===== src/pkg/spl_cfg.svh =====
// Purpose: timing, width and bit-position constants for the serial port phy
// Assumes: core clock of 100 MHz
// Notes:   cycle counts are derived from the nanosecond figures
`ifndef SPL_CFG_SVH
`define SPL_CFG_SVH

// ============================================================
// clock and pulse timing
`define SPL_CLK_MHZ        100
`define SPL_LONG_HALF_NS   150
`define SPL_SHORT_HALF_NS  50
`define SPL_THRESH_NS      100
`define SPL_RET_WIN_NS     500
`define SPL_CYC(ns)        ((((ns) * `SPL_CLK_MHZ) + 999) / 1000)

// ============================================================
// widths and depths
`define SPL_CNT_W          8
`define SPL_EV_W           2
`define SPL_FIFO_DEPTH     32

// ============================================================
// synchroniser bit positions and reset value
`define SPL_B_STRAP        0
`define SPL_B_CSB          1
`define SPL_B_SCK          2
`define SPL_B_SDI          3
`define SPL_B_RX           4
`define SPL_SYNC_W         8
`define SPL_SYNC_RST       8'h07

`endif


===== src/pkg/spl_pkg.sv =====
// Purpose: types shared by the serial port phy
// Assumes: nothing beyond the cfg header
// Notes:   event codes keep bit 1 low for chip-select events
package spl_pkg;

	// ============================================================
	// events and phases
	typedef enum logic [1:0] {
		SPL_EV_CS_RISE = 2'h0,
		SPL_EV_CS_FALL = 2'h1,
		SPL_EV_BIT0    = 2'h2,
		SPL_EV_BIT1    = 2'h3
	} spl_event_e;

	typedef enum logic [1:0] {
		SPL_PH_IDLE   = 2'h0,
		SPL_PH_FIRST  = 2'h1,
		SPL_PH_SECOND = 2'h3
	} spl_phase_e;

	function automatic logic spl_ev_long(input spl_event_e ev);
		return ~ev[1];
	endfunction

	function automatic logic spl_ev_pos(input spl_event_e ev);
		return ~(ev[1] ^ ev[0]);
	endfunction

	function automatic spl_event_e spl_ev_make(input logic is_long, input logic is_pos);
		spl_event_e ev;
		ev = spl_event_e'({~is_long, ~(is_pos ^ ~is_long)});
		return ev;
	endfunction

endpackage


===== src/design/spl_fifo.sv =====
// Purpose: event buffer between slave-port decoder and forwarding logic
// Assumes: DEPTH is a power of two
// Notes:   first-word-fall-through, no reset on the storage array
`timescale 1ns/100ps
`include "spl_cfg.svh"
module spl_fifo #(
	parameter int WIDTH = `SPL_EV_W,
	parameter int DEPTH = `SPL_FIFO_DEPTH
) (
	input  wire logic             clock,
	input  wire logic             reset_n,
	input  wire logic             in_valid,
	output logic                  in_ready,
	input  wire logic [WIDTH-1:0] in_data,
	output logic                  out_valid,
	input  wire logic             out_ready,
	output logic      [WIDTH-1:0] out_data
);
	import spl_pkg::*;
	localparam int AW = $clog2(DEPTH);

	logic [WIDTH-1:0] mem [DEPTH];
	logic [AW-1:0]    wr_ptr;
	logic [AW-1:0]    rd_ptr;
	logic [AW:0]      count;
	logic [AW-1:0]    next_wr_ptr;
	logic [AW-1:0]    next_rd_ptr;
	logic [AW:0]      next_count;
	logic             push;
	logic             pop;

	// ============================================================
	// flags
	assign in_ready  = count != (AW+1)'(DEPTH);
	assign out_valid = count != '0;
	assign out_data  = mem[rd_ptr];
	assign push      = in_valid & in_ready;
	assign pop       = out_valid & out_ready;

	// ============================================================
	// pointers
	always_comb begin
		next_wr_ptr = wr_ptr;
		next_rd_ptr = rd_ptr;
		next_count  = count;
		if (push) begin
			next_wr_ptr = wr_ptr + 1'b1;
		end
		if (pop) begin
			next_rd_ptr = rd_ptr + 1'b1;
		end
		if (push && !pop) begin
			next_count = count + 1'b1;
		end else if (pop && !push) begin
			next_count = count - 1'b1;
		end
	end

	always_ff @(posedge clock) begin
		if (!reset_n) begin
			wr_ptr <= '0;
			rd_ptr <= '0;
			count  <= '0;
		end else begin
			wr_ptr <= next_wr_ptr;
			rd_ptr <= next_rd_ptr;
			count  <= next_count;
		end
	end

	always_ff @(posedge clock) begin
		if (push) begin
			mem[wr_ptr] <= in_data;
		end
	end
endmodule


===== src/design/spl_phy.sv =====
// Purpose: physical layer of the monitor serial ports, 4-wire slave and pulse links
// Assumes: port 0 is primary, port 1 secondary; pulse inputs are comparator levels
// Notes:   all input pins pass three sync flops and a filter flop; the link is sampled, not clocked
`timescale 1ns/100ps
`include "spl_cfg.svh"
// Notes on behaviour
// [RL1] strap low selects 4-wire primary port
// [RL2] serial data out only pulls low
// [RL3] mode 3, data sampled on rising clock
// [RL4] host keeps data rate below 1 Mbps
// [RL5] secondary port is always a pulse link
// [RL6] 4-wire: primary slave, secondary master
// [RL7] host starts on primary of first device
// [RL8] pulse links: first active port becomes slave
// [RL9] addressable variant has primary port only
// [RL10] driver: positive, negative or both off
// [RL11] +1 is positive then negative half
// [RL12] -1 is negative then positive half
// [RL13] halves last 150 ns long, 50 ns short
// [RL14] master encodes chip-select and clock events
// [RL15] slave returns short -1 only; none means 1
// [RL16] receiver times first half against threshold
// [RL17] slave rebuilds chip-select, data, then clock
module spl_phy #(
	parameter bit CHAINED    = 1'b1,
	parameter int FIFO_DEPTH = `SPL_FIFO_DEPTH,
	parameter int CW         = `SPL_CNT_W
) (
	input  wire logic       clock,
	input  wire logic       reset_n,
	input  wire logic       port_mode_strap,
	input  wire logic       spi_csb_n,
	input  wire logic       spi_sck,
	input  wire logic       spi_sdi,
	output logic            spi_sdo_out,
	output logic            spi_sdo_oe,
	input  wire logic [1:0] pulse_pos_pin_in,
	input  wire logic [1:0] pulse_neg_pin_in,
	output logic      [1:0] pulse_pos_pin_out,
	output logic      [1:0] pulse_pos_pin_oe,
	output logic      [1:0] pulse_neg_pin_out,
	output logic      [1:0] pulse_neg_pin_oe,
	input  wire logic       core_read_mode,
	input  wire logic       core_sdo,
	output logic            core_csb_n,
	output logic            core_sck_pulse,
	output logic            core_sdi,
	output spl_pkg::spl_event_e core_event,
	output logic            return_valid,
	output logic            return_bit,
	output logic            slave_is_secondary,
	output logic            event_lost
);
	import spl_pkg::*;

	localparam logic [CW-1:0] LONG_CYC  = CW'(`SPL_CYC(`SPL_LONG_HALF_NS));
	localparam logic [CW-1:0] SHORT_CYC = CW'(`SPL_CYC(`SPL_SHORT_HALF_NS));
	localparam logic [CW-1:0] THRESH    = CW'(`SPL_CYC(`SPL_THRESH_NS));
	localparam logic [CW-1:0] RET_WIN   = CW'(`SPL_CYC(`SPL_RET_WIN_NS));
	localparam logic [`SPL_SYNC_W-1:0] SYNC_RST = `SPL_SYNC_RST;

	// ============================================================
	// input synchronisers
	logic [`SPL_SYNC_W-1:0] raw, sy1, sy2, sy3, filt, filt_q, agree;
	logic [`SPL_SYNC_W-1:0] next_filt;
	logic                   mode_4w;

	assign raw = {pulse_neg_pin_in[1], pulse_pos_pin_in[1], pulse_neg_pin_in[0],
		pulse_pos_pin_in[0], spi_sdi, spi_sck, spi_csb_n, port_mode_strap};
	assign agree = ~(sy2 ^ sy3);

	// a bit moves only once the second and third stages agree
	always_comb begin
		next_filt = (filt & ~agree) | (sy3 & agree);
	end

	always_ff @(posedge clock) begin
		if (!reset_n) begin
			sy1    <= SYNC_RST;
			sy2    <= SYNC_RST;
			sy3    <= SYNC_RST;
			filt   <= SYNC_RST;
			filt_q <= SYNC_RST;
		end else begin
			sy1    <= raw;
			sy2    <= sy1;
			sy3    <= sy2;
			filt   <= next_filt;
			filt_q <= filt;
		end
	end

	// [RL1] strap selects mode
	assign mode_4w = ~filt[`SPL_B_STRAP];

	// ============================================================
	// 4-wire event detect
	logic csb_fall, csb_rise, sck_rise;
	assign csb_fall = mode_4w & filt_q[`SPL_B_CSB] & ~filt[`SPL_B_CSB];
	assign csb_rise = mode_4w & ~filt_q[`SPL_B_CSB] & filt[`SPL_B_CSB];
	// [RL3] sample on rise
	assign sck_rise = mode_4w & ~filt[`SPL_B_CSB] & ~filt_q[`SPL_B_SCK] & filt[`SPL_B_SCK];

	// ============================================================
	// pulse receivers and transmitters, one per port
	spl_phase_e    rx_ph [2];
	spl_phase_e    next_rx_ph [2];
	spl_phase_e    tx_ph [2];
	spl_phase_e    next_tx_ph [2];
	logic [CW-1:0] rx_cnt [2];
	logic [CW-1:0] next_rx_cnt [2];
	logic [CW-1:0] tx_cnt [2];
	logic [CW-1:0] next_tx_cnt [2];
	logic [CW-1:0] tx_half [2];
	logic [CW-1:0] next_tx_half [2];
	logic [1:0]    rx_fpos, rx_long, rx_valid, next_rx_fpos, next_rx_long, next_rx_valid;
	logic [1:0]    tx_fpos, next_tx_fpos, tx_go, tx_go_long, tx_go_pos;

	genvar p;
	generate
		for (p = 0; p < 2; p++) begin : g_port
			logic pos_lv, neg_lv, same_lv, opp_lv, drive_pos, active;
			assign pos_lv  = filt[`SPL_B_RX + 2*p] & ~filt[`SPL_B_RX + 2*p + 1];
			assign neg_lv  = filt[`SPL_B_RX + 2*p + 1] & ~filt[`SPL_B_RX + 2*p];
			assign same_lv = rx_fpos[p] ? pos_lv : neg_lv;
			assign opp_lv  = rx_fpos[p] ? neg_lv : pos_lv;

			always_comb begin
				next_rx_ph[p]    = rx_ph[p];
				next_rx_cnt[p]   = rx_cnt[p];
				next_rx_fpos[p]  = rx_fpos[p];
				next_rx_long[p]  = rx_long[p];
				next_rx_valid[p] = 1'b0;
				// [RL5] [RL9] port enables
				if (tx_ph[p] != SPL_PH_IDLE || (p == 1 && !CHAINED) || (p == 0 && mode_4w)) begin
					next_rx_ph[p] = SPL_PH_IDLE;
				end else begin
					case (rx_ph[p])
						SPL_PH_IDLE: begin
							if (pos_lv || neg_lv) begin
								next_rx_ph[p]   = SPL_PH_FIRST;
								next_rx_cnt[p]  = CW'(1);
								next_rx_fpos[p] = pos_lv;
							end
						end
						SPL_PH_FIRST: begin
							if (same_lv) begin
								if (rx_cnt[p] != '1) begin
									next_rx_cnt[p] = rx_cnt[p] + 1'b1;
								end
							end else if (opp_lv) begin
								next_rx_ph[p] = SPL_PH_SECOND;
								// [RL16] long or short
								next_rx_long[p] = rx_cnt[p] >= THRESH;
							end else begin
								next_rx_ph[p] = SPL_PH_IDLE;
							end
						end
						SPL_PH_SECOND: begin
							if (!opp_lv) begin
								next_rx_ph[p]    = SPL_PH_IDLE;
								next_rx_valid[p] = 1'b1;
							end
						end
						default: begin
							next_rx_ph[p] = SPL_PH_IDLE;
						end
					endcase
				end
			end

			always_comb begin
				next_tx_ph[p]   = tx_ph[p];
				next_tx_cnt[p]  = tx_cnt[p];
				next_tx_half[p] = tx_half[p];
				next_tx_fpos[p] = tx_fpos[p];
				case (tx_ph[p])
					SPL_PH_IDLE: begin
						if (tx_go[p]) begin
							next_tx_ph[p] = SPL_PH_FIRST;
							// [RL13] half width
							next_tx_half[p] = tx_go_long[p] ? LONG_CYC : SHORT_CYC;
							next_tx_cnt[p]  = (tx_go_long[p] ? LONG_CYC : SHORT_CYC) - 1'b1;
							next_tx_fpos[p] = tx_go_pos[p];
						end
					end
					SPL_PH_FIRST: begin
						if (tx_cnt[p] == '0) begin
							next_tx_ph[p]  = SPL_PH_SECOND;
							next_tx_cnt[p] = tx_half[p] - 1'b1;
						end else begin
							next_tx_cnt[p] = tx_cnt[p] - 1'b1;
						end
					end
					SPL_PH_SECOND: begin
						if (tx_cnt[p] == '0) begin
							next_tx_ph[p] = SPL_PH_IDLE;
						end else begin
							next_tx_cnt[p] = tx_cnt[p] - 1'b1;
						end
					end
					default: begin
						next_tx_ph[p] = SPL_PH_IDLE;
					end
				endcase
			end

			always_ff @(posedge clock) begin
				if (!reset_n) begin
					rx_ph[p]    <= SPL_PH_IDLE;
					rx_cnt[p]   <= '0;
					rx_fpos[p]  <= 1'b0;
					rx_long[p]  <= 1'b0;
					rx_valid[p] <= 1'b0;
					tx_ph[p]    <= SPL_PH_IDLE;
					tx_cnt[p]   <= '0;
					tx_half[p]  <= '0;
					tx_fpos[p]  <= 1'b0;
				end else begin
					rx_ph[p]    <= next_rx_ph[p];
					rx_cnt[p]   <= next_rx_cnt[p];
					rx_fpos[p]  <= next_rx_fpos[p];
					rx_long[p]  <= next_rx_long[p];
					rx_valid[p] <= next_rx_valid[p];
					tx_ph[p]    <= next_tx_ph[p];
					tx_cnt[p]   <= next_tx_cnt[p];
					tx_half[p]  <= next_tx_half[p];
					tx_fpos[p]  <= next_tx_fpos[p];
				end
			end

			// [RL11] [RL12] second half inverts
			assign drive_pos = (tx_ph[p] == SPL_PH_FIRST) ? tx_fpos[p] : ~tx_fpos[p];
			assign active    = tx_ph[p] != SPL_PH_IDLE;
			// [RL10] three drive states
			assign pulse_pos_pin_out[p] = active & drive_pos;
			assign pulse_neg_pin_out[p] = active & ~drive_pos;
			assign pulse_pos_pin_oe[p]  = active;
			assign pulse_neg_pin_oe[p]  = active;

			logic [CW-1:0] first_run;
			always_ff @(posedge clock) begin
				if (!reset_n || tx_ph[p] != SPL_PH_FIRST) begin
					first_run <= '0;
				end else begin
					first_run <= first_run + 1'b1;
				end
			end

		end
	endgenerate

	// ============================================================
	// port roles
	logic slave, busy, next_slave, next_busy, master;

	always_comb begin
		next_slave = slave;
		next_busy  = busy;
		if (mode_4w || !CHAINED) begin
			// [RL6] [RL9] fixed roles
			next_slave = 1'b0;
			next_busy  = 1'b0;
		end else if (!busy) begin
			// [RL8] first traffic wins
			if (rx_valid[0]) begin
				next_slave = 1'b0;
				next_busy  = 1'b1;
			end else if (rx_valid[1]) begin
				next_slave = 1'b1;
				next_busy  = 1'b1;
			end
		end else if (rx_valid[slave] && rx_long[slave] && rx_fpos[slave]) begin
			next_busy = 1'b0;
		end
	end

	always_ff @(posedge clock) begin
		if (!reset_n) begin
			slave <= 1'b0;
			busy  <= 1'b0;
		end else begin
			slave <= next_slave;
			busy  <= next_busy;
		end
	end

	assign master             = ~next_slave;
	assign slave_is_secondary = slave;

	// ============================================================
	// event buffer and forwarding
	spl_event_e ev_data, fifo_ev;
	logic       ev_valid, fifo_in_ready, fifo_valid, fifo_ready, pop, ret_go;
	logic [`SPL_EV_W-1:0] fifo_out;
	logic [CW-1:0] win_cnt, next_win_cnt;
	logic win_bit, next_win_bit, next_return_valid, next_return_bit, ret_seen;

	always_comb begin
		ev_valid = 1'b0;
		ev_data  = SPL_EV_CS_RISE;
		if (mode_4w) begin
			ev_valid = csb_fall | csb_rise | sck_rise;
			if (csb_fall) begin
				ev_data = SPL_EV_CS_FALL;
			end else if (sck_rise) begin
				ev_data = filt[`SPL_B_SDI] ? SPL_EV_BIT1 : SPL_EV_BIT0;
			end
		end else if (rx_valid[next_slave]) begin
			ev_valid = 1'b1;
			ev_data  = spl_ev_make(rx_long[next_slave], rx_fpos[next_slave]);
		end
	end

	spl_fifo #(
		.WIDTH (`SPL_EV_W),
		.DEPTH (FIFO_DEPTH)
	) u_fifo (
		.clock     (clock),
		.reset_n   (reset_n),
		.in_valid  (ev_valid),
		.in_ready  (fifo_in_ready),
		.in_data   (ev_data),
		.out_valid (fifo_valid),
		.out_ready (fifo_ready),
		.out_data  (fifo_out)
	);

	// the master waits for its return window so a late reply is not lost
	assign fifo_ev    = spl_event_e'(fifo_out);
	assign fifo_ready = !CHAINED || (tx_ph[master] == SPL_PH_IDLE && win_cnt == '0);
	assign pop        = fifo_valid & fifo_ready;
	// [RL15] reply only zeros
	assign ret_go = !mode_4w && busy && rx_valid[next_slave] && !rx_long[next_slave] &&
		core_read_mode && !core_sdo;

	always_comb begin
		tx_go      = 2'h0;
		tx_go_long = 2'h0;
		tx_go_pos  = 2'h0;
		// [RL14] forward events
		if (pop && CHAINED) begin
			tx_go[master]      = 1'b1;
			tx_go_long[master] = spl_ev_long(fifo_ev);
			tx_go_pos[master]  = spl_ev_pos(fifo_ev);
		end
		if (ret_go) begin
			tx_go[next_slave] = 1'b1;
		end
	end

	// ============================================================
	// return window and core side
	logic sck_pend, next_sck_pend, next_core_csb_n, next_core_sdi, next_core_sck_pulse;
	logic next_event_lost, next_sdo_oe;
	spl_event_e next_core_event;

	// [RL15] silence reads as 1
	assign ret_seen = rx_valid[master] && !rx_long[master] && !rx_fpos[master];

	always_comb begin
		next_win_cnt      = win_cnt;
		next_win_bit      = win_bit;
		next_return_valid = 1'b0;
		next_return_bit   = return_bit;
		if (pop && CHAINED && !spl_ev_long(fifo_ev)) begin
			next_win_cnt = RET_WIN;
			next_win_bit = 1'b1;
		end else if (win_cnt != '0) begin
			next_win_cnt = win_cnt - 1'b1;
			next_win_bit = win_bit & ~ret_seen;
			if (win_cnt == CW'(1)) begin
				next_return_valid = 1'b1;
				next_return_bit   = win_bit & ~ret_seen;
			end
		end
	end

	always_comb begin
		next_core_csb_n     = core_csb_n;
		next_core_sdi       = core_sdi;
		next_core_event     = core_event;
		next_core_sck_pulse = sck_pend;
		next_sck_pend       = 1'b0;
		// set wins: a lost event stays flagged until reset
		next_event_lost = event_lost | (ev_valid & ~fifo_in_ready);
		// [RL2] pull low only
		next_sdo_oe = mode_4w & ~filt[`SPL_B_CSB] & core_read_mode & ~core_sdo;
		// [RL17] rebuild core signals
		if (pop) begin
			next_core_event = fifo_ev;
			if (spl_ev_long(fifo_ev)) begin
				next_core_csb_n = spl_ev_pos(fifo_ev);
			end else begin
				next_core_sdi = spl_ev_pos(fifo_ev);
				next_sck_pend = 1'b1;
			end
		end
	end

	always_ff @(posedge clock) begin
		if (!reset_n) begin
			win_cnt        <= '0;
			win_bit        <= 1'b1;
			return_valid   <= 1'b0;
			return_bit     <= 1'b1;
			core_csb_n     <= 1'b1;
			core_sdi       <= 1'b0;
			core_event     <= SPL_EV_CS_RISE;
			core_sck_pulse <= 1'b0;
			sck_pend       <= 1'b0;
			event_lost     <= 1'b0;
			spi_sdo_oe     <= 1'b0;
		end else begin
			win_cnt        <= next_win_cnt;
			win_bit        <= next_win_bit;
			return_valid   <= next_return_valid;
			return_bit     <= next_return_bit;
			core_csb_n     <= next_core_csb_n;
			core_sdi       <= next_core_sdi;
			core_event     <= next_core_event;
			core_sck_pulse <= next_core_sck_pulse;
			sck_pend       <= next_sck_pend;
			event_lost     <= next_event_lost;
			spi_sdo_oe     <= next_sdo_oe;
		end
	end

	assign spi_sdo_out = 1'b0;
endmodule


===== config.mk =====
export PLATFORM = sky130hd
export DESIGN_NAME = spl_phy
export DESIGN_NICKNAME = d
export VERILOG_FILES = /design/src/pkg/spl_pkg.sv /design/src/design/spl_fifo.sv /design/src/design/spl_phy.sv
export VERILOG_INCLUDE_DIRS = /design/src /design/src/pkg
export SDC_FILE = /design/constraint.sdc
export NUM_CORES = 1
export LEC_CHECK = 0
export BUFFER_PORTS_ARGS = -buffer_cell sky130_fd_sc_hd__buf_2
export CAP_MARGIN = 20
export CORE_MARGIN = 4
export CORE_UTILIZATION = 40
export DETAILED_ROUTE_END_ITERATION = 6
export PLACE_DENSITY = 0.58
export RECOVER_POWER = 50
export REMOVE_ABC_BUFFERS = 1
export SYNTH_ARGS = -nofsm -noshare
export SYNTH_HDL_FRONTEND = slang
export SYNTH_SLANG_ARGS = --single-unit

===== constraint.sdc =====
create_clock -name clock -period 3.4 [get_ports clock]
set_clock_uncertainty 0.2 [all_clocks]
set_input_delay 0.68 -clock clock [delete_from_list [all_inputs] [get_ports clock]]
set_output_delay 0.68 -clock clock [all_outputs]
set_load 0.02 [all_outputs]

==> summary.txt, run 1 <==
Worst setup path
  – Arrival @ worst endpoint: between 3 and 4 ns
  – WP data required: around 3.6 ns
  – Worst stage delay on the critical path: 0.56 ns
  – Crit-path max FO: 4
  – CP Class: reg -> reg
  – Slowest CP cell: or4_4
  – CP startpoint kind: flop
  – CP Cell Sequence: or4_4, nor2_1, a21oi_4, ha_1, inv_1, ha_1, a21o_1, a21oi_2, o21bai_1, a21oi_1, xnor2_1, or3_1, a21oi_1
  – Cell family with most CP delay: simple AND/OR/NAND/NOR gates
  – Critical path endpoint category: flop
  – Worst path bufs/invs: 1

Logic synthesis
  – Multiplexer share of the synthesized area: 0.0508
  – Ys flop type: dfxtp_1
  – Synth Area in Adders: 0.0499
  – Dominant cells by area after synthesis: dfxtp_1, edfxtp_1, nor2_1
  – FFs w/ async S/R, synth: 0
  – Post-synth top area share: 0.296
  – Commonest cells in the netlist: dfxtp_1, nor2_1, nand2_1
  – Largest family of logic cells by synthesized area: simple AND/OR/NAND/NOR gates
  – Synth Area in Compound Gates: 0.126
  – Library cells used by synthesis: 74
  – Most frequent cell after synthesis: dfxtp_1
  – Synth Cell Area: 0.00867 sq mm
  – FF+latch count, synth: 192
  – Cell taking the most area after synthesis: dfxtp_1
  – Post-synthesis sequential area ratio: 0.517
  – Cell count after synthesis: between 800 and 900
  – YS warnings: 0
  – Synth Area in Simple Gates: 0.180
  – Syn Area/Cell: roughly 10 sq um
  – Post-Synth XOR/XNOR Area: 0.0384
  – Number of flops mapped to enable cells by yosys: 64

Timing
  – Max Fclk: roughly 310 MHz
  – Slew headroom: 0.0246
  – Final hold violations: 0
  – Clock period minus worst slack: approximately 3.2 ns
  – Setup violators final: 0
  – Final worst setup slack: between 0.15 and 0.2 ns
  – Final cycle utilization of the critical path: 0.947
  – Final Slew Violations: 0
  – Slew @ Worst Pin: about 1.5 ns
  – RSZ-0062 raised after global routing: false

Flow run
  – Maxcap violations: 1

Power
  – Clock power share: 0.359
  – Internal: about 0.0039 W
  – Sw frac: 0.297
  – Pwr/cell area: 567 mW/mm^2
  – Psw: ~0.0016 W
  – Reg power frac: 0.462
  – Worst vdd ir: 0.351 mV
  – Total power: around 0.0055 W
  – Leak: 3.47 nW
  – Gate power share: 0.178

Floorplanning
  – Initial Util: 0.410
  – Die area: roughly 0.024 sq mm
  – Die X: around 160 um
  – Ports: 31
  – Die extent in y: roughly 160 um
  – # rows: between 50 and 60
  – Core ar.: 0.0212 sq mm

Routing
  – Routed vias/inst: between 5 and 6
  – DRC: 0
  – Final wirelength: approximately 17 mm
  – First-pass DRT Iterations: 5
  – Wire per inst: around 15 um
  – DRT iter0 DRCs: between 300 and 400
  – Via count: 6046
  – Final antenna-violating net count: 0

Cells and area
  – Syn-to-layout area delta: 12.2%
  – Layout Cells excl Fill: ~1200
  – # diodes: 0
  – Fraction of layout cells with a size suffix above 1: 0.105
  – Nets@finish: 950

GRT
  – Most used routing layer: met2
  – Routing usage on met2: 0.239
  – Vias in the first global route: around 5900
  – Total GRT Usage: 0.149
  – Met1 usage: 0.202
  – Pin count of the biggest net entering global routing: 60
  – First-pass GRT wire length: 29.2 mm
  – GR Util met3: 0.0298
  – Initial antenna violation count: 0
  – Final global-route overflow total: 0

Clock tree
  – H-tree Lvls: 4
  – Setup Buffers After CTS: 0
  – Hold-fix buffers, CTS: 0
  – CTS tree: built
  – Max clock buf depth: 2
  – TritonCTS Sinks: 192
  – CTS clk-pin slew, worst paths: approximately 0.070 ns
  – Worst skew pair latency: roughly 0.44 ns
  – Total CTS buffers: 17
  – Clock Tree Root: clkbuf_16

Place
  – Pre-CTS setup slack: ~0.15 ns
  – Post-DP HPWL: around 12 mm
  – Port buffer count: 29
  – GPL Wtd Cong: between 0.8 and 0.9
  – Placed cell count: ~1200

Run status
  – Outcome: complete, but fails checks
  – Failing checks: capacitance limit

Min path
  – Worst min path class: reg -> reg
## worst paths after layout
kind	cells after the start	startpoint	endpoint	slack (ns)
hold / removal	1	sy1[2]	sy2[2]	0.21
setup reg to reg	13	u_fifo.count[1]	u_fifo.count[5]	0.18
setup / recovery	13	u_fifo.count[1]	u_fifo.count[5]	0.18
hold reg to reg	1	sy1[2]	sy2[2]	0.21
## metal layers
metal  vias to the layer above  wire [um]
met2                        84       8060
li1                       3118          -
met3                        15        619
met5                         -          0
met4                         0        279
met1                      2829       8530
## timing repair
item                                   CTS  global route
gates resized for setup                  0             8
endpoints found under the hold margin    0             0
setup endpoints to repair                0             1
## cell usage in the layout, fill, tap and decap left out, types with 7 or more instances in the layout
cell type,count
a21oi_1,49
a22oi_1,16
and2_1,14
and3_1,7
buf_2,18
buf_4,15
clkbuf_1,18
clkbuf_16,18
dfxtp_1,124
edfxtp_1,64
ha_1,33
inv_1,36
mux2i_1,44
nand2_1,75
nand2b_1,16
nand3_1,18
nand4_1,13
nor2_1,119
nor3_1,13
o21ai_0,41
xnor2_1,10
xor2_1,28
## through the flow
stage               setup TNS, ns  instance area [sq um]  utilization  hold slack, ns
global route                    0                   9720        0.460           0.219
finish                          0                   9720        0.460           0.209
global placement                0                   9200        0.435           0.189
detailed placement              0                   9200        0.435           0.192
CTS                             0                   9790        0.463           0.201
floorplan                  -0.771                   8490            -           0.186
## area by class of cell
| class | count | area [sq um] |
|---|---|---|
| clock inverter | 13 | 135 |
| tap | 275 | 344 |
| timing repair buffer | 54 | 317 |
| fill | 2036 | 11400 |
| clock buffer | 19 | 454 |
| inverter | 38 | 143 |
| sequential | 192 | 4490 |
| multi-input combinational | 601 | 3840 |
## cells by family (layout without fill, tap and decap cells)
group,count (synthesis),in the layout
and+or+nand+nor,321,321
DFF,192,192
AOI/OAI and AO/OA,163,163
adders and majority gates,34,34
xor gates and xnor gates,38,38
other,1,1
buffers and inverters,75,124
muxes,44,44
## state kept, by name (all words and copies together), names as in the netlist, 4 cells and up, named ones only
register       cells
rx_ph              4
sy2                8
u_fifo.mem        64
sy1                8
sy3                8
tx_ph              4
rx_cnt            16
u_fifo.count       6
u_fifo.wr_ptr      5
tx_half            4
win_cnt            8
tx_cnt            16
u_fifo.rd_ptr      5
## power by group through the flow
stage / clock (W) / sequential (W) / combinational, W
final: 0.00198 / 0.00255 / 0.000984
after global routing: 0.00213 / 0.00257 / 0.00110
after floorplan: 0 / 0.00260 / 0.000717
after CTS: 0.00204 / 0.00255 / 0.000993
after detailed placement: 0 / 0.00260 / 0.000984
after global placement: 0 / 0.00260 / 0.000987
Power figures use the tool's default switching activity.
==> run 2, diff against run 1 <==
--- a/config.mk
+++ b/config.mk
@@ -9,9 +9,9 @@
 export BUFFER_PORTS_ARGS = -buffer_cell sky130_fd_sc_hd__buf_2
 export CAP_MARGIN = 20
 export CORE_MARGIN = 4
-export CORE_UTILIZATION = 40
+export CORE_UTILIZATION = 53
 export DETAILED_ROUTE_END_ITERATION = 6
-export PLACE_DENSITY = 0.58
+export PLACE_DENSITY = 0.73
 export RECOVER_POWER = 50
 export REMOVE_ABC_BUFFERS = 1
 export SYNTH_ARGS = -nofsm -noshare
==> constraint.sdc (replaced) <==
create_clock -name clock -period 3.4 [get_ports clock]
set_clock_uncertainty 0.2 [all_clocks]
set_input_delay 0.68 -clock clock [delete_from_list [all_inputs] [get_ports clock]]
set_output_delay 0.68 -clock clock [all_outputs]
set_load 0.1 [all_outputs]
==> summary.txt, run 2 (synthesized netlist as in run 1, its figures left out) <==
Worst setup path
  – Critical path endpoint category: flop
  – RR Endpoint: u_fifo.count[5]
  – Crit-path max FO: 4 (unchanged)
  – CP Class: reg -> reg
  – CP startpoint kind: flop
  – Reg2reg setup slack: 0.17 ns (about the same)
  – Arrival @ worst endpoint: 3.40 ns (about the same)
  – Reg2reg start: u_fifo.count[4]
  – Worst setup path startpoint: u_fifo.count[4]
  – Reg2reg path depth: 14 (+1)
  – WP data required: 3.57 ns (about the same)
  – Crit path to: u_fifo.count[5]

Timing
  – Smallest hold slack: 0.214 ns (+0.00476 ns)
  – Slew headroom: 0.169 (+0.144)
  – Final cycle utilization of the critical path: 0.950 (+0.00311)
  – Slew @ Worst Pin: 1.24 ns (-0.216 ns)
  – Max Fclk: 310 MHz (-0.33%)
  – Final Slew Violations: 0 (unchanged)
  – Setup violators final: 0 (unchanged)
  – Clock period minus worst slack: 3.23 ns (+0.0106 ns)
  – Final hold violations: 0 (unchanged)
  – RSZ-0062 raised after global routing: false
  – Final worst setup slack: 0.170 ns (-0.0106 ns)

Floorplanning
  – Initial Util: 0.544 (+0.134)
  – Die area: 0.0185 sq mm (-23%)
  – Ports: 31 (unchanged)
  – Die X: 136 um (-12%)
  – # rows: 46 (-13%)
  – Core ar.: 0.0159 sq mm (-25%)
  – Die extent in y: 136 um (-12%)

Routing
  – Final antenna-violating net count: 0 (unchanged)
  – DRT iter0 DRCs: 471 (+43%)
  – Final wirelength: 17.2 mm (-1.6%)
  – DRC: 0 (unchanged)
  – Wire per inst: 15.2 um (+3.6%)
  – First-pass DRT Iterations: 7 (+2)
  – Via count: 6282 (+3.9%)
  – Routed vias/inst: 5.55 (+9.4%)

Clock tree
  – Max clock buf depth: 2 (unchanged)
  – Total CTS buffers: 17 (unchanged)
  – Hold-fix buffers, CTS: 0 (unchanged)
  – TritonCTS Sinks: 192 (unchanged)
  – CTS clk-pin slew, worst paths: 0.07 ns (about the same)
  – Setup Buffers After CTS: 0 (unchanged)
  – H-tree Lvls: 4 (unchanged)
  – Clock Tree Root: clkbuf_16
  – CTS tree: built
  – PostCTS Resize Cnt: 0 (unchanged)
  – Worst skew pair latency: 0.44 ns (about the same)

Run status
  – Outcome: completed

Cells and area
  – Fraction of layout cells with a size suffix above 1: 0.104 (-0.000977)
  – Syn-to-layout area delta: 10.5%
  – Biggest regs: u_fifo.mem (64), rx_cnt (16), tx_cnt (16)
  – Most common cell after layout, fill and taps aside: dfxtp_1
  – Max reg flops: 64 (unchanged)
  – Most frequent cells in the layout: dfxtp_1, nor2_1, nand2_1
  – # diodes: 0 (unchanged)
  – Largest reg by FF count: u_fifo.mem
  – Nets@finish: 949 (-0.11%)

GRT
  – First-pass GRT wire length: 28.3 mm (-2.8%)
  – Pin count of the biggest net entering global routing: 53 (-12%)
  – Total GRT Usage: 0.194 (+0.0445)
  – Vias in the first global route: 5830 (-1.9%)
  – Initial antenna violation count: 0 (unchanged)
  – Final global-route overflow total: 0 (unchanged)

Min path
  – Hold Crit Start: sy1[1]
  – Worst min path class: reg -> reg

Place
  – Post-DP HPWL: 11.5 mm (-4.1%)
  – Port buffer count: 29 (unchanged)
  – GPL Wtd Cong: 0.860 (+6.8%)
  – Pre-CTS setup slack: 0.122 ns (-0.0265 ns)

Power
  – Leak: 3.45 nW (-0.39%)
  – Worst vdd ir: 0.506 mV (+44%)
  – Pwr/cell area: 580 mW/mm^2 (+2.2%)

Flow run
  – Maxcap violations: 0 (-1)
==> run 2: per-layer routing <==
metal	vias to the layer above	GRT usage	part of all wire	wire length [um]
met4	0	0.0756	0.016	283
li1	3124	-	-	-
met3	20	0.0344	0.037	639
met5	-	0	0	0
met1	3019	0.265	0.48	8190
met2	119	0.309	0.47	8100
==> run 2: critical path: stages (launching register included) <==
cell and delay (ns):
dfxtp_1 0.33, or4_4 0.58, nor3_4 0.21, nor3_1 0.09
inv_1 0.10, ha_2 0.20, inv_2 0.06, ha_1 0.27
a21o_1 0.19, a21oi_2 0.17, o21bai_1 0.08, a21oi_1 0.16
xnor2_1 0.09, or3_1 0.30, a21oi_1 0.13
==> run 2: power by group <==
part / internal (W) / switching [W] / total, W
Combinational: 0.000375 / 0.000696 / 0.00107
Sequential: 0.00246 / 0.0000978 / 0.00255
Clock: 0.000975 / 0.000953 / 0.00193
Total: 0.00381 / 0.00175 / 0.00555
==> run 2: how the worst min path moves through the flow <==
| stage | end | slack [ns] | cells past startpoint |
|---|---|---|---|
| floorplan | sy2[0] | 0.19 | 1 |
| global placement | sy2[2] | 0.19 | 1 |
| detailed placement | sy2[1] | 0.20 | 1 |
| CTS | sy1[2] | 0.20 | 2 |
| global route | sy1[2] | 0.21 | 2 |
| finish | sy2[1] | 0.21 | 1 |
==> run 2: per-stage QoR <==
step	instances	TNS (ns)	area [sq um]	utilization	total power, W
2_1_floorplan	831	-3.44	8490	-	0.00342
3_3_place_gp	1100	0	9090	0.570	0.00367
3_5_place_dp	1100	0	9090	0.570	0.00368
4_1_cts	1132	0	9660	0.606	0.00561
5_1_grt	1132	0	9580	0.601	0.00581
6_report	1132	0	9580	0.601	0.00555
==> run 2: area by class of cell <==
type,instances,area [sq um]
clock buffers,17,425
clock inverters,15,149
fillers,1392,6360
inverters,38,143
multi-input cells,601,3820
flip-flops and latches,192,4490
well taps,216,270
repair buffers,53,288
==> run 3, diff against run 2 <==
==> constraint.sdc (replaced) <==
create_clock -name clock -period 3.4 [get_ports clock]
set_clock_uncertainty 0.2 [all_clocks]
set_input_delay 0.51 -clock clock [delete_from_list [all_inputs] [get_ports clock]]
set_output_delay 0.51 -clock clock [all_outputs]
set_load 0.1 [all_outputs]
==> summary.txt, run 3 (synthesized netlist as in run 1, its figures left out) <==
Place
  – Placement Cell Area: 0.00910 sq mm (about the same)
  – Pre-CTS setup slack: 0.111 ns (-0.0108 ns)
  – Placed cell count: 1101 (+0.091%)
  – GPL Wtd Cong: 0.844 (-1.8%)
  – Post-DP HPWL: 11.6 mm (+0.73%)
  – Port buffer count: 29 (unchanged)

Clock tree
  – Total CTS buffers: 17 (unchanged)
  – Max clock buf depth: 2 (unchanged)
  – H-tree Lvls: 4 (unchanged)
  – CTS tree: built
  – TritonCTS Sinks: 192 (unchanged)
  – Clock Tree Root: clkbuf_16
  – Hold-fix buffers, CTS: 0 (unchanged)
  – Worst skew pair latency: 0.44 ns (about the same)
  – CTS clk-pin slew, worst paths: 0.08 ns (about the same)

Cells and area
  – Layout Cells excl Fill: 1136 (+0.35%)
  – Most frequent cells in the layout: dfxtp_1, nor2_1, nand2_1
  – Fraction of layout cells with a size suffix above 1: 0.111 (+0.00716)
  – Syn-to-layout area delta: 11.9%
  – Biggest regs: u_fifo.mem (64), rx_cnt (16), tx_cnt (16)
  – Max reg flops: 64 (unchanged)
  – Fin area: 0.00970 sq mm (+1.3%)
  – Nets@finish: 953 (+0.42%)
  – Largest reg by FF count: u_fifo.mem
  – # diodes: 0 (unchanged)
  – Filler instances: 1336 (-4.0%)
  – Most common cell after layout, fill and taps aside: dfxtp_1

Routing
  – Routed vias/inst: 5.49 (-1.0%)
  – Final antenna-violating net count: 0 (unchanged)
  – DRT iter0 DRCs: 340 (-28%)
  – Via count: 6241 (-0.65%)
  – Final wirelength: 16.9 mm (-1.7%)
  – DRC: 0 (unchanged)
  – First-pass DRT Iterations: 5 (-2)
  – Wire per inst: 14.9 um (-2.1%)

Timing
  – Clock period minus worst slack: 3.26 ns (+0.0273 ns)
  – Final hold violations: 0 (unchanged)
  – Final cycle utilization of the critical path: 0.958 (+0.00803)
  – Slew @ Worst Pin: 2.37 ns (+1.13 ns)
  – Smallest hold slack: 0.0514 ns (-0.162 ns)
  – Slew headroom: -0.582 (-0.750)
  – Max Fclk: 307 MHz (-0.84%)
  – Final Slew Violations: 60 (+60)
  – Setup violators final: 0 (unchanged)
  – Final worst setup slack: 0.143 ns (-0.0273 ns)

Floorplanning
  – Die area: 0.0185 sq mm (unchanged)
  – Die extent in y: 136 um (unchanged)
  – Ports: 31 (unchanged)
  – Die X: 136 um (unchanged)
  – Core ar.: 0.0159 sq mm (unchanged)
  – Initial Util: 0.544 (unchanged)
  – # rows: 46 (unchanged)

Power
  – Leak: 3.49 nW (+1.0%)
  – Pwr/cell area: 585 mW/mm^2 (+1.0%)
  – Worst vdd ir: 0.398 mV (-21%)

Min path
  – Worst min path class: in -> reg
  – Hold Crit Start: port_mode_strap
  – WHS Path Cells: 2 (+1)

Worst setup path
  – CP Class: reg -> reg
  – Critical path endpoint category: flop
  – CP startpoint kind: flop
  – WP data required: 3.57 ns (about the same)
  – Reg2reg start: u_fifo.count[1]
  – Worst setup path startpoint: u_fifo.count[1]
  – Crit-path max FO: 4 (unchanged)
  – Reg2reg path depth: 14 (unchanged)
  – Arrival @ worst endpoint: 3.42 ns (+0.02 ns)

Flow run
  – Maxcap violations: 1 (+1)

GRT
  – Initial antenna violation count: 0 (unchanged)
  – Total GRT Usage: 0.194 (about the same)
  – Vias in the first global route: 6012 (+3.1%)
  – Final global-route overflow total: 0 (unchanged)
  – First-pass GRT wire length: 28.6 mm (+0.88%)
  – Pin count of the biggest net entering global routing: 60 (+13%)

Run status
  – Failing checks: capacitance limit, slew limit
  – Outcome: complete, but fails checks
## run 3: changes by cell type in the layout (fill, tap and decap cells not counted), sizes merged
cell,change
clkbuf,-1
clkinv,-3
buf,+7
inv,+1
## run 3: metal layers
metal / GRT usage / share of wire / vias up
met5: 0 / 0 / -
met4: 0.0773 / 0.020 / 0
met3: 0.0329 / 0.038 / 27
met2: 0.317 / 0.48 / 123
met1: 0.258 / 0.46 / 2953
li1: - / - / 3138
## run 3: area by class of cell
| type | count | area, sq um | share of cell area |
|---|---|---|---|
| repair buffers | 57 | 324 | 0.0334 |
| flip-flops and latches | 192 | 4490 | 0.462 |
| clock buffers | 19 | 464 | 0.0478 |
| inverters | 38 | 143 | 0.0147 |
| clock inverters | 13 | 135 | 0.0139 |
| multi-input cells | 601 | 3880 | 0.400 |
| well taps | 216 | 270 | 0.0279 |
## run 3: repair_timing
action                                  CTS  global route
gates resized for setup                   0             5
buffers inserted                          0             3
endpoints found under the setup margin    0             1
## run 3: stage by stage
step                      power, W  setup TNS [ns]   util
final                      0.00568               0  0.609
after CTS                  0.00568               0  0.608
after global placement     0.00367               0  0.571
after floorplan            0.00342           -3.15      -
after global routing       0.00593         -0.0270  0.609
after detailed placement   0.00368               0  0.571
## run 3: path summary, 6_finish.rpt
path,slack [ns],endpoint
hold reg to reg,0.21,sy2[0]
setup / recovery,0.14,u_fifo.count[5]
hold / removal,0.05,sy1[0]
setup reg to reg,0.14,u_fifo.count[5]
## run 3: where the power goes
| part | switching (W) | total, W | internal, W |
|---|---|---|---|
| clock | 0.000953 | 0.00200 | 0.00104 |
| sequential | 0.0000948 | 0.00255 | 0.00246 |
| combinational | 0.000712 | 0.00113 | 0.000419 |
## run 3: critical path, stage by stage (launching register included)
cell	delay, ns
dfxtp_2	0.34
or4_4	0.56
nor3_4	0.23
nor3_2	0.08
inv_1	0.11
ha_2	0.19
inv_1	0.08
ha_1	0.28
a21o_1	0.19
a21oi_2	0.14
o21bai_1	0.07
a21oi_1	0.16
xnor2_1	0.09
or3_1	0.32
a21oi_1	0.15
